<file path="config.mk">
export PLATFORM = sky130hd
export DESIGN_NAME = pdrm_regs
export DESIGN_NICKNAME = d
export VERILOG_FILES = /design/src/verilog/pdrm_pkg.sv /design/src/verilog/pdrm_regs.sv
export SDC_FILE = /design/constraint.sdc
export NUM_CORES = 1
export LEC_CHECK = 0
export BUFFER_PORTS_ARGS = -buffer_cell sky130_fd_sc_hd__buf_2
export CAP_MARGIN = 25
export CELL_PAD_IN_SITES_DETAIL_PLACEMENT = 1
export CELL_PAD_IN_SITES_GLOBAL_PLACEMENT = 2
export CORE_ASPECT_RATIO = 2
export CORE_MARGIN = 2
export CORE_UTILIZATION = 32
export DETAILED_ROUTE_END_ITERATION = 12
export PLACE_DENSITY = 0.94
export SYNTH_ARGS = -nofsm -noshare
export SYNTH_HDL_FRONTEND = slang
export SYNTH_SLANG_ARGS = --single-unit
export TNS_END_PERCENT = 1
</file>
<file path="constraint.sdc">
create_clock -name clk -period 3.5 [get_ports clk]
set_input_delay 0.175 -clock clk [delete_from_list [all_inputs] [get_ports clk]]
set_output_delay 0.175 -clock clk [all_outputs]
set_load 0.05 [all_outputs]
</file>
<file path="src/verilog/pdrm_pkg.sv">
// Package for the power-down and reference monitor register bank
package pdrm_pkg;
    // Register addresses on the serial port's internal byte bus
    localparam logic [15:0] ADDR_XTAL_CTRL   = 16'h00b4;
    localparam logic [15:0] ADDR_REF_DIS     = 16'h00b5;
    localparam logic [15:0] ADDR_PD_RSVD     = 16'h00b6;
    localparam logic [15:0] ADDR_OUT_DIS     = 16'h00b7;
    localparam logic [15:0] ADDR_LOOP_DIS    = 16'h00b8;
    localparam logic [15:0] ADDR_MON_RSVD0   = 16'h00b9;
    localparam logic [15:0] ADDR_REF0_HIGH   = 16'h00ba;
    localparam logic [15:0] ADDR_REF0_LOW    = 16'h00bb;
    localparam logic [15:0] ADDR_REF1_TOP    = 16'h00bc;
    localparam logic [15:0] ADDR_REF1_HIGH   = 16'h00bd;
    localparam logic [15:0] ADDR_REF1_LOW    = 16'h00be;

    // Field positions
    localparam int POS_DOUBLER_BYPASS = 0;
    localparam int POS_DIGITAL_OFF    = 2;
    localparam int POS_CAL_HOLD       = 0;
    localparam int POS_LIMIT_TOP      = 0;

    // Reset values
    localparam logic        RST_DOUBLER_BYPASS = 1'b0;
    localparam logic [1:0]  RST_REF_INPUT_OFF  = 2'h3;
    localparam logic [7:0]  RST_OUT_DRIVER_OFF = 8'hf0;
    localparam logic        RST_DIGITAL_OFF    = 1'b1;
    localparam logic        RST_CAL_HOLD       = 1'b1;
    localparam logic [16:0] RST_MISS_LIMIT     = 17'h00000;
    // Least usable limit, software's duty to honour
    localparam logic [16:0] MIN_MISS_LIMIT     = 17'h00003;

    // Host-side access from the serial port engine
    typedef struct packed {
        logic        wr;
        logic        rd;
        logic [15:0] addr;
        logic [7:0]  wdata;
    } pdrm_access_t;

    // Controls delivered to the clocking core
    typedef struct packed {
        logic        xtal_doubler_bypass;
        logic [1:0]  ref_input_off;
        logic [7:0]  out_driver_off;
        logic        digital_loop_off;
        logic        analog_cal_hold;
        logic [16:0] ref0_miss_limit;
        logic [16:0] ref1_miss_limit;
    } pdrm_ctrl_t;
endpackage

</file>
<file path="src/verilog/pdrm_regs.sv">
// Power-down controls and reference miss limits, byte registers for the serial port
`timescale 1ns/1ns
// What this block does
// - Doubler bypass 0 feeds twice the crystal frequency to the loop, 1 feeds it unchanged, reset 0.
// - Digital loop off bit turns the digital loop off at 1 and on at 0, reset 1.
// - Analog calibration hold bit keeps calibration disabled at 1 and allowed at 0, reset 1.
// - Reference 1 has a 17-bit miss limit and reference 0 a 16-bit one (bit 16 held at 0), in monitor clock periods before a soft alarm, reset 0.
module pdrm_regs (
    input  wire logic                  clk,
    input  wire logic                  reset,
    input  wire pdrm_pkg::pdrm_access_t acc,
    output logic [7:0]                 rdata,
    output logic                       rvalid,
    output logic                       hit,
    output pdrm_pkg::pdrm_ctrl_t       ctrl,
    output logic                       limit_below_min
);
    // Stored fields; reference 0 has no bit 16 register
    logic        doubler_bypass;
    logic [1:0]  ref_off;
    logic [7:0]  drv_off;
    logic        dig_off;
    logic        cal_hold;
    logic [7:0]  lim0_high;
    logic [7:0]  lim0_low;
    logic        lim1_top;
    logic [7:0]  lim1_high;
    logic [7:0]  lim1_low;

    // Write strobes, one per stored byte
    logic        w_xtal;
    logic        w_ref;
    logic        w_out;
    logic        w_loop;
    logic        w_r0h;
    logic        w_r0l;
    logic        w_r1t;
    logic        w_r1h;
    logic        w_r1l;
    logic        in_bank;

    logic        next_doubler_bypass;
    logic [1:0]  next_ref_off;
    logic [7:0]  next_drv_off;
    logic        next_dig_off;
    logic        next_cal_hold;
    logic        next_lim1_top;
    logic [7:0]  next_lim_byte;

    logic [7:0]  rd_xtal;
    logic [7:0]  rd_ref;
    logic [7:0]  rd_out;
    logic [7:0]  rd_loop;
    logic [7:0]  rd_r0h;
    logic [7:0]  rd_r0l;
    logic [7:0]  rd_r1t;
    logic [7:0]  rd_r1h;
    logic [7:0]  rd_r1l;
    logic [7:0]  next_rdata;
    logic        next_rvalid;
    logic [16:0] lim0;
    logic [16:0] lim1;

    function automatic logic byte_write(input pdrm_pkg::pdrm_access_t a,
                                        input logic [15:0]            target);
        return a.wr && (a.addr == target);
    endfunction

    function automatic logic in_bank_range(input logic [15:0] addr);
        return (addr >= pdrm_pkg::ADDR_XTAL_CTRL) && (addr <= pdrm_pkg::ADDR_REF1_LOW);
    endfunction

    // One field bit in an otherwise empty byte
    function automatic logic [7:0] bit_at(input logic        value,
                                          input int unsigned pos);
        logic [7:0] placed;
        placed           = 8'h00;
        placed[pos[2:0]] = value;
        return placed;
    endfunction

    // Below three periods a slow edge cannot be told from a lost one
    function automatic logic limit_too_small(input logic [16:0] limit);
        return limit < pdrm_pkg::MIN_MISS_LIMIT;
    endfunction

    assign w_xtal  = byte_write(acc, pdrm_pkg::ADDR_XTAL_CTRL);
    assign w_ref   = byte_write(acc, pdrm_pkg::ADDR_REF_DIS);
    assign w_out   = byte_write(acc, pdrm_pkg::ADDR_OUT_DIS);
    assign w_loop  = byte_write(acc, pdrm_pkg::ADDR_LOOP_DIS);
    assign w_r0h   = byte_write(acc, pdrm_pkg::ADDR_REF0_HIGH);
    assign w_r0l   = byte_write(acc, pdrm_pkg::ADDR_REF0_LOW);
    assign w_r1t   = byte_write(acc, pdrm_pkg::ADDR_REF1_TOP);
    assign w_r1h   = byte_write(acc, pdrm_pkg::ADDR_REF1_HIGH);
    assign w_r1l   = byte_write(acc, pdrm_pkg::ADDR_REF1_LOW);
    assign in_bank = in_bank_range(acc.addr);
    assign hit     = in_bank;

    // Reserved write bits are dropped here, never stored
    assign next_doubler_bypass = acc.wdata[pdrm_pkg::POS_DOUBLER_BYPASS];
    assign next_ref_off        = acc.wdata[1:0];
    assign next_drv_off        = acc.wdata;
    assign next_dig_off        = acc.wdata[pdrm_pkg::POS_DIGITAL_OFF];
    assign next_cal_hold       = acc.wdata[pdrm_pkg::POS_CAL_HOLD];
    assign next_lim1_top       = acc.wdata[pdrm_pkg::POS_LIMIT_TOP];
    assign next_lim_byte       = acc.wdata;

    assign rd_xtal = bit_at(doubler_bypass, pdrm_pkg::POS_DOUBLER_BYPASS);
    assign rd_ref  = {6'h00, ref_off};
    assign rd_out  = drv_off;
    assign rd_loop = bit_at(dig_off, pdrm_pkg::POS_DIGITAL_OFF) | bit_at(cal_hold, pdrm_pkg::POS_CAL_HOLD);
    assign rd_r0h  = lim0_high;
    assign rd_r0l  = lim0_low;
    assign rd_r1t  = bit_at(lim1_top, pdrm_pkg::POS_LIMIT_TOP);
    assign rd_r1h  = lim1_high;
    assign rd_r1l  = lim1_low;

    // Reserved bytes and bits read as zero, though software must not count on it
    always_comb begin
        next_rdata = 8'h00;
        case (acc.addr)
            pdrm_pkg::ADDR_XTAL_CTRL: next_rdata = rd_xtal;
            pdrm_pkg::ADDR_REF_DIS:   next_rdata = rd_ref;
            pdrm_pkg::ADDR_OUT_DIS:   next_rdata = rd_out;
            pdrm_pkg::ADDR_LOOP_DIS:  next_rdata = rd_loop;
            pdrm_pkg::ADDR_REF0_HIGH: next_rdata = rd_r0h;
            pdrm_pkg::ADDR_REF0_LOW:  next_rdata = rd_r0l;
            pdrm_pkg::ADDR_REF1_TOP:  next_rdata = rd_r1t;
            pdrm_pkg::ADDR_REF1_HIGH: next_rdata = rd_r1h;
            pdrm_pkg::ADDR_REF1_LOW:  next_rdata = rd_r1l;
            default:                  next_rdata = 8'h00;
        endcase
    end

    assign next_rvalid = acc.rd && in_bank;

    // Each byte lands on its own write; no commit step is needed
    always_ff @(posedge clk) begin
        if (reset) begin
            doubler_bypass <= pdrm_pkg::RST_DOUBLER_BYPASS;
        end else if (w_xtal) begin
            doubler_bypass <= next_doubler_bypass;
        end
    end

    always_ff @(posedge clk) begin
        if (reset) begin
            ref_off <= pdrm_pkg::RST_REF_INPUT_OFF;
        end else if (w_ref) begin
            ref_off <= next_ref_off;
        end
    end

    always_ff @(posedge clk) begin
        if (reset) begin
            drv_off <= pdrm_pkg::RST_OUT_DRIVER_OFF;
        end else if (w_out) begin
            drv_off <= next_drv_off;
        end
    end

    always_ff @(posedge clk) begin
        if (reset) begin
            dig_off  <= pdrm_pkg::RST_DIGITAL_OFF;
            cal_hold <= pdrm_pkg::RST_CAL_HOLD;
        end else if (w_loop) begin
            dig_off  <= next_dig_off;
            cal_hold <= next_cal_hold;
        end
    end

    always_ff @(posedge clk) begin
        if (reset) begin
            lim0_high <= pdrm_pkg::RST_MISS_LIMIT[15:8];
        end else if (w_r0h) begin
            lim0_high <= next_lim_byte;
        end
    end

    always_ff @(posedge clk) begin
        if (reset) begin
            lim0_low <= pdrm_pkg::RST_MISS_LIMIT[7:0];
        end else if (w_r0l) begin
            lim0_low <= next_lim_byte;
        end
    end

    always_ff @(posedge clk) begin
        if (reset) begin
            lim1_top <= pdrm_pkg::RST_MISS_LIMIT[16];
        end else if (w_r1t) begin
            lim1_top <= next_lim1_top;
        end
    end

    always_ff @(posedge clk) begin
        if (reset) begin
            lim1_high <= pdrm_pkg::RST_MISS_LIMIT[15:8];
        end else if (w_r1h) begin
            lim1_high <= next_lim_byte;
        end
    end

    always_ff @(posedge clk) begin
        if (reset) begin
            lim1_low <= pdrm_pkg::RST_MISS_LIMIT[7:0];
        end else if (w_r1l) begin
            lim1_low <= next_lim_byte;
        end
    end

    always_ff @(posedge clk) begin
        if (reset) begin
            rvalid <= 1'b0;
        end else begin
            rvalid <= next_rvalid;
        end
    end

    // Holds the last byte read until the next read strobe
    always_ff @(posedge clk) begin
        if (reset) begin
            rdata <= 8'h00;
        end else if (acc.rd) begin
            rdata <= next_rdata;
        end
    end

    // Reference 0 has no bit 16 register, so its top bit stays zero
    assign lim0 = {1'b0, lim0_high, lim0_low};
    assign lim1 = {lim1_top, lim1_high, lim1_low};

    assign ctrl = '{
        xtal_doubler_bypass: doubler_bypass,
        ref_input_off:       ref_off,
        out_driver_off:      drv_off,
        digital_loop_off:    dig_off,
        analog_cal_hold:     cal_hold,
        ref0_miss_limit:     lim0,
        ref1_miss_limit:     lim1
    };

    // Status hint only; the monitor still uses whatever was written
    assign limit_below_min = limit_too_small(lim0) || limit_too_small(lim1);
endmodule

</file>
After elaboration in Yosys (flattened, before gate mapping)
Index checks and enable logic that the tools add are counted.
Widths: inputs -> output; s select.

cells by class
  $add $sub $neg = 0
  multipliers = 0
  divide/modulo/power cells = 0
  magnitude comparators = 4
  equal/unequal tests = 9
  shift-type cells = 0
  mux-type cells = 1
  bitwise gates (word level) = 1
  reduce and logical (&&, ||, !) cells = 12

operators by type and width
  operator             number
  $eq 16x8->1 const B  9
  $pmux 8 s9           1
  $lt 17x2->1 const B  1
  $ge 16x8->1 const B  1
  $le 16x8->1 const B  1
  $lt 16x2->1 const B  1
  $logic_and 1x1->1    11
  $or 3x1->3           1
  $logic_or 1x1->1     1

storage, ports and cells
  register bits after elaboration = 55
  bits in latches = 0
  bits in writable memories = 0
  memory bits (read-only) = 0
  input bits = 28
  output and inout bits = 58
  word-level logic and storage cells = 39
  memories = 0

Longest topological paths before layout
  depth after elaboration = 3
  depth in mapped cells = 7
  depth with buffers taken out = 5

Least setup slack after synthesis
No wires, ideal clock.

  path kind = input to register
  from = input acc[18] in the netlist's numbering
  to = register rvalid
  library setup time = 0.073 ns
  arrival time = 3.640 ns
  required time = 3.427 ns
  path slack = -0.214 ns
  cell stages on the path = 4
  path buffers = 0
  cells stage by stage = nor4_4 nand3_4 a2111oi_0 and3b_1

on the way
  longest elaborated chain between the ends = 3
  elaborated cells between the ends (all ways) = 4
  those cells by class = 2 x order compare; 2 x reduce/logical

RTL lines
  item                                               line              source
  start: declaration                                 pdrm_regs.sv:11   input wire pdrm_pkg::pdrm_access_t acc,
  $ge 16x8->1 / $le 16x8->1 (equally long branches)  pdrm_regs.sv:70   return (addr >= pdrm_pkg::ADDR_XTAL_CTRL) && (addr <= pdrm_pkg::ADDR_REF1_LOW);
  $logic_and 1x1->1 *                                pdrm_regs.sv:70
  named net hit                                      pdrm_regs.sv:14   output logic hit,
  $logic_and 1x1->1 *                                pdrm_regs.sv:135  assign next_rvalid = acc.rd && in_bank;
  end signal: assignment                             pdrm_regs.sv:216  rvalid <= next_rvalid;
  end: declaration                                   pdrm_regs.sv:13   output logic rvalid,

The timed path passes the listed nets; every way through them passes the cells marked *.
A chain may end at the register's enable or synchronous reset.

Worst setup path in the final report
  from = register lim1_low[7]
  to = output limit_below_min

on the way
  longest elaborated chain between the ends = 2

RTL lines
  item                      line              source
  start: declaration        pdrm_regs.sv:28   logic [7:0] lim1_low;
  start signal: assignment  pdrm_regs.sv:206  lim1_low <= pdrm_pkg::RST_MISS_LIMIT[7:0];
  start signal: assignment  pdrm_regs.sv:208  lim1_low <= next_lim_byte;
  $lt 17x2->1               pdrm_regs.sv:84   return limit < pdrm_pkg::MIN_MISS_LIMIT;
  $logic_or 1x1->1          pdrm_regs.sv:244  assign limit_below_min = limit_too_small(lim0) || limit_too_small(lim1);
  end: declaration          pdrm_regs.sv:16   output logic limit_below_min

Every way passes these cells.

==> results.md <==
- Status: complete, no violations
- Register share of total power: 50.0%
- Register area: about 1100 sq um
- Crit end category: output pin
- Number of flops mapped to enable cells by yosys: 0
- Comb pwr share: 7.3%
- CTS Buffer Depth: 2
- # DRC: 0
- Warnings from Yosys: 0
- Vias per cell: 5.51
- Tot GR Track Use: a little over a fifth
- Final core utilization: 39.9%
- Final Wtd Congestion: 0.899
- Async set-reset flop share out of synthesis: 0%
- WHS Path Cells: 2
- Post-synthesis mux area share: 13.7%
- WP depth: 4
- Sw Pwr: 294 uW
- Fin worst setup slack: 1.17 ns
- CP Class: reg2out
- IO Port Bufs: 84
- Internal: 957 uW
- Antenna Nets Post-Route: 0
- Vias: 2604
- Sw Ratio: 23.5%
- Final setup TNS: 0 ns
- DRT Pass-1 Iters: 4
- Power Density: 381 nW/um^2
- Post-Place Setup Slack: approximately 1.3 ns
- Synth Instances: 303
- CTS Sinks: 55
- Initial drt markers: approximately 110
- Area contributors post-synth: dfxtp_1 41%, mux2i_1 13%, nand2_1 5.4%, nor2_1 5.1%, o21ai_0 2.8%
- Family with the most delay on the worst path: simple AND/OR/NAND/NOR gates
- Adder-Cell Fraction of Synth Area: 0%
- Synth Flop Type: dfxtp_1
- R2R depth: 5
- CP Cell Sequence: nor4_1, nand4_1, o41ai_1, buf_2
- RSZ-0062 raised after global routing: no
- Final setup violation count: 0
- CP max stage delay: ~0.60 ns
- Placed inst area: 3130 sq um
- Avg WL per Cell: 20.3 um
- Height of the die: 134 um
- Netlist cell types: 50
- Initial antenna violation count: 0
- Syn nets: 331
- CTS resizes: 0
- Core Region: 8230 sq um
- Top cell type's share of synthesized area: 40.6%
- Clock power share: 42.7%
- Initial Util: 32.9%
- Final hold violation count: 0
- HP Class: in2reg
- Mean area per synthesized cell: 8.95 sq um
- CTS tree: done
- First-pass GRT wire length: approximately 15000 um
- # rows: 47
- Multi-input logic area: between 1000 and 1500 sq um
- Minimum clock period: 2.33 ns
- Clk Tree Root Cell: clkbuf_16
- Final worst-path cycle share: 66.5%
- Post-CTS setup buffers: 0
- Startpoint class of the critical path: register
- Design area: 3280 sq um
- Routed Wire Length: 9620 um
- Hold-fix buffer count after cts: 0
- Synthesis-to-finish area growth: 21.0%
- Vias in the first global route: 2768
- Nets@finish: ~400
- # diodes: 0
- TritonCTS Buffers: 5
- CP required: 3.32 ns
- Fill count: 1020
- Post-Syn Area: 2710 sq um
- Flops & latches, synth: 55
- Leak: 1.34 nW
- Pins Over Slew Limit: 0
- Register area share after synthesis: 40.6%
- Crit-path slowest cell: nor4_1
- Largest net degree at the start of global routing: 43
- Simple-Gate Fraction of Synth Area: approximately a quarter
- Clock slew at reported path FFs: roughly 0.070 ns
- I/O pin count: 86
- Max_cap viols: 0
- Critical path buffers and inverters: 1
- Slew @ Worst Pin: 0.830 ns
- CTS H-Tree Depth: 2
- Die Footprint: 9270 sq um
- Main combinational cell family by area after synthesis: simple AND/OR/NAND/NOR gates
- Detail Placement HPWL: 7480 um
- Critical Path AT: ~2.2 ns
- Complex-gate fraction of the synthesized area: 13.0%
- Worst rel slew slack: 43.9%
- Worst-Skew Late Latency: 0.29 ns
- Leading area contributor after synthesis: dfxtp_1
- Post-Synth XOR/XNOR Area: 0%
- Proportion of layout cells with a drive suffix above 1: 27.2%
- Skew final: 0.00519 ns
- Peak Freq: 430 MHz
- Max VDD drop: 0.237 mV
- Die width: 69.1 um
- GRT overflow: 0
- CP max FO: 4
-- power groups by stage --
stage	registers, mW	logic, mW	clock network, mW
after detailed placement	0.640	0.0916	0
final	0.625	0.0916	0.534
after CTS	0.625	0.0922	0.544
after floorplan	0.640	0.0519	0
after global placement	0.640	0.0901	0
after global routing	0.625	0.0990	0.572
-- worst reg2reg max path, delay by kind of cell, from the launching register on --
kind	cells	cell delay (ns)
and+or+nand+nor	1	0.07
AOI/OAI and AO/OA	3	0.74
muxes	1	0.29
DFF	1	0.39
-- kinds of logic (layout without fill, tap and decap cells) --
family                 count (synthesis)  count (layout)
flip-flops                            55              55
buffers and inverters                 27              99
AO/OA/AOI/OAI                         52              52
AND/OR/NAND/NOR                      131             131
other                                  1               1
multiplexers                          37              37
-- flip-flops by register name, summed over array words and instances, names as in the netlist --
name	flops
cal_hold	1
dig_off	1
doubler_bypass	1
drv_off	8
lim0_high	8
lim0_low	8
lim1_high	8
lim1_low	8
lim1_top	1
rdata	8
ref_off	2
rvalid	1
-- Yosys cell counts (all sizes together) (2+ instances only) --
master / count
inv: 6
nand2: 39
a22oi: 5
a22o: 2
or4: 2
clkbuf: 10
a221oi: 2
nand4: 4
nor3: 6
a211oi: 2
dfxtp: 55
nand3b: 4
nand3: 12
a211o: 2
nor4: 12
mux2i: 36
a21oi: 9
buf: 9
o21ai: 16
nor2: 37
dlygate4sd1: 2
nor2b: 7
a222oi: 5
-- placed cells by master, fill, tap and decap left out, drive strengths merged, types with 2 or more instances in the layout --
master	synthesis	final
nand3	12	12
a221oi	2	2
nand2	39	39
buf	9	85
a22oi	5	5
clkbuf	10	8
a21oi	9	9
o21ai	16	16
inv	6	6
nor2b	7	7
a222oi	5	5
a211o	2	2
dfxtp	55	55
nand4	4	4
nor3	6	6
mux2i	36	36
nor2	37	37
a211oi	2	2
nor4	12	12
a22o	2	2
or4	2	2
nand3b	4	4
-- path summary, 6_finish.rpt --
path	start	end	slack [ns]
worst min register to register	rdata[1]	rdata[1]	0.47
worst min-delay path	acc[24]	rvalid	0.16
worst max register to register	lim1_low[0]	rdata[0]	1.89
worst max-delay path	lim1_low[7]	limit_below_min	1.17
-- per-layer routing --
metal  share of wire (%)  vias up  global-route usage, %
li1                    -     1237                      -
met3                 3.9       18                   3.38
met2                  57       90                   40.9
met5                   0        -                      0
met1                  35     1259                   20.5
met4                 3.9        0                   13.5
-- layout make-up --
class	instances	area share, %
well taps	98	3.73
flip-flops and latches	55	33.5
repair buffers	85	13.0
inverters	6	0.686
multi-input cells	221	44.2
clock buffers	8	4.76
-- through the flow --
stage	hold slack (ns)	total power [mW]	instances
4_1_cts	0.161	1.26	473
5_1_grt	0.174	1.30	473
2_1_floorplan	0.293	0.692	303
3_3_place_gp	0.442	0.730	465
6_report	0.161	1.25	473
3_5_place_dp	0.460	0.731	465
Note: power is estimated with default switching activity, not from simulation.
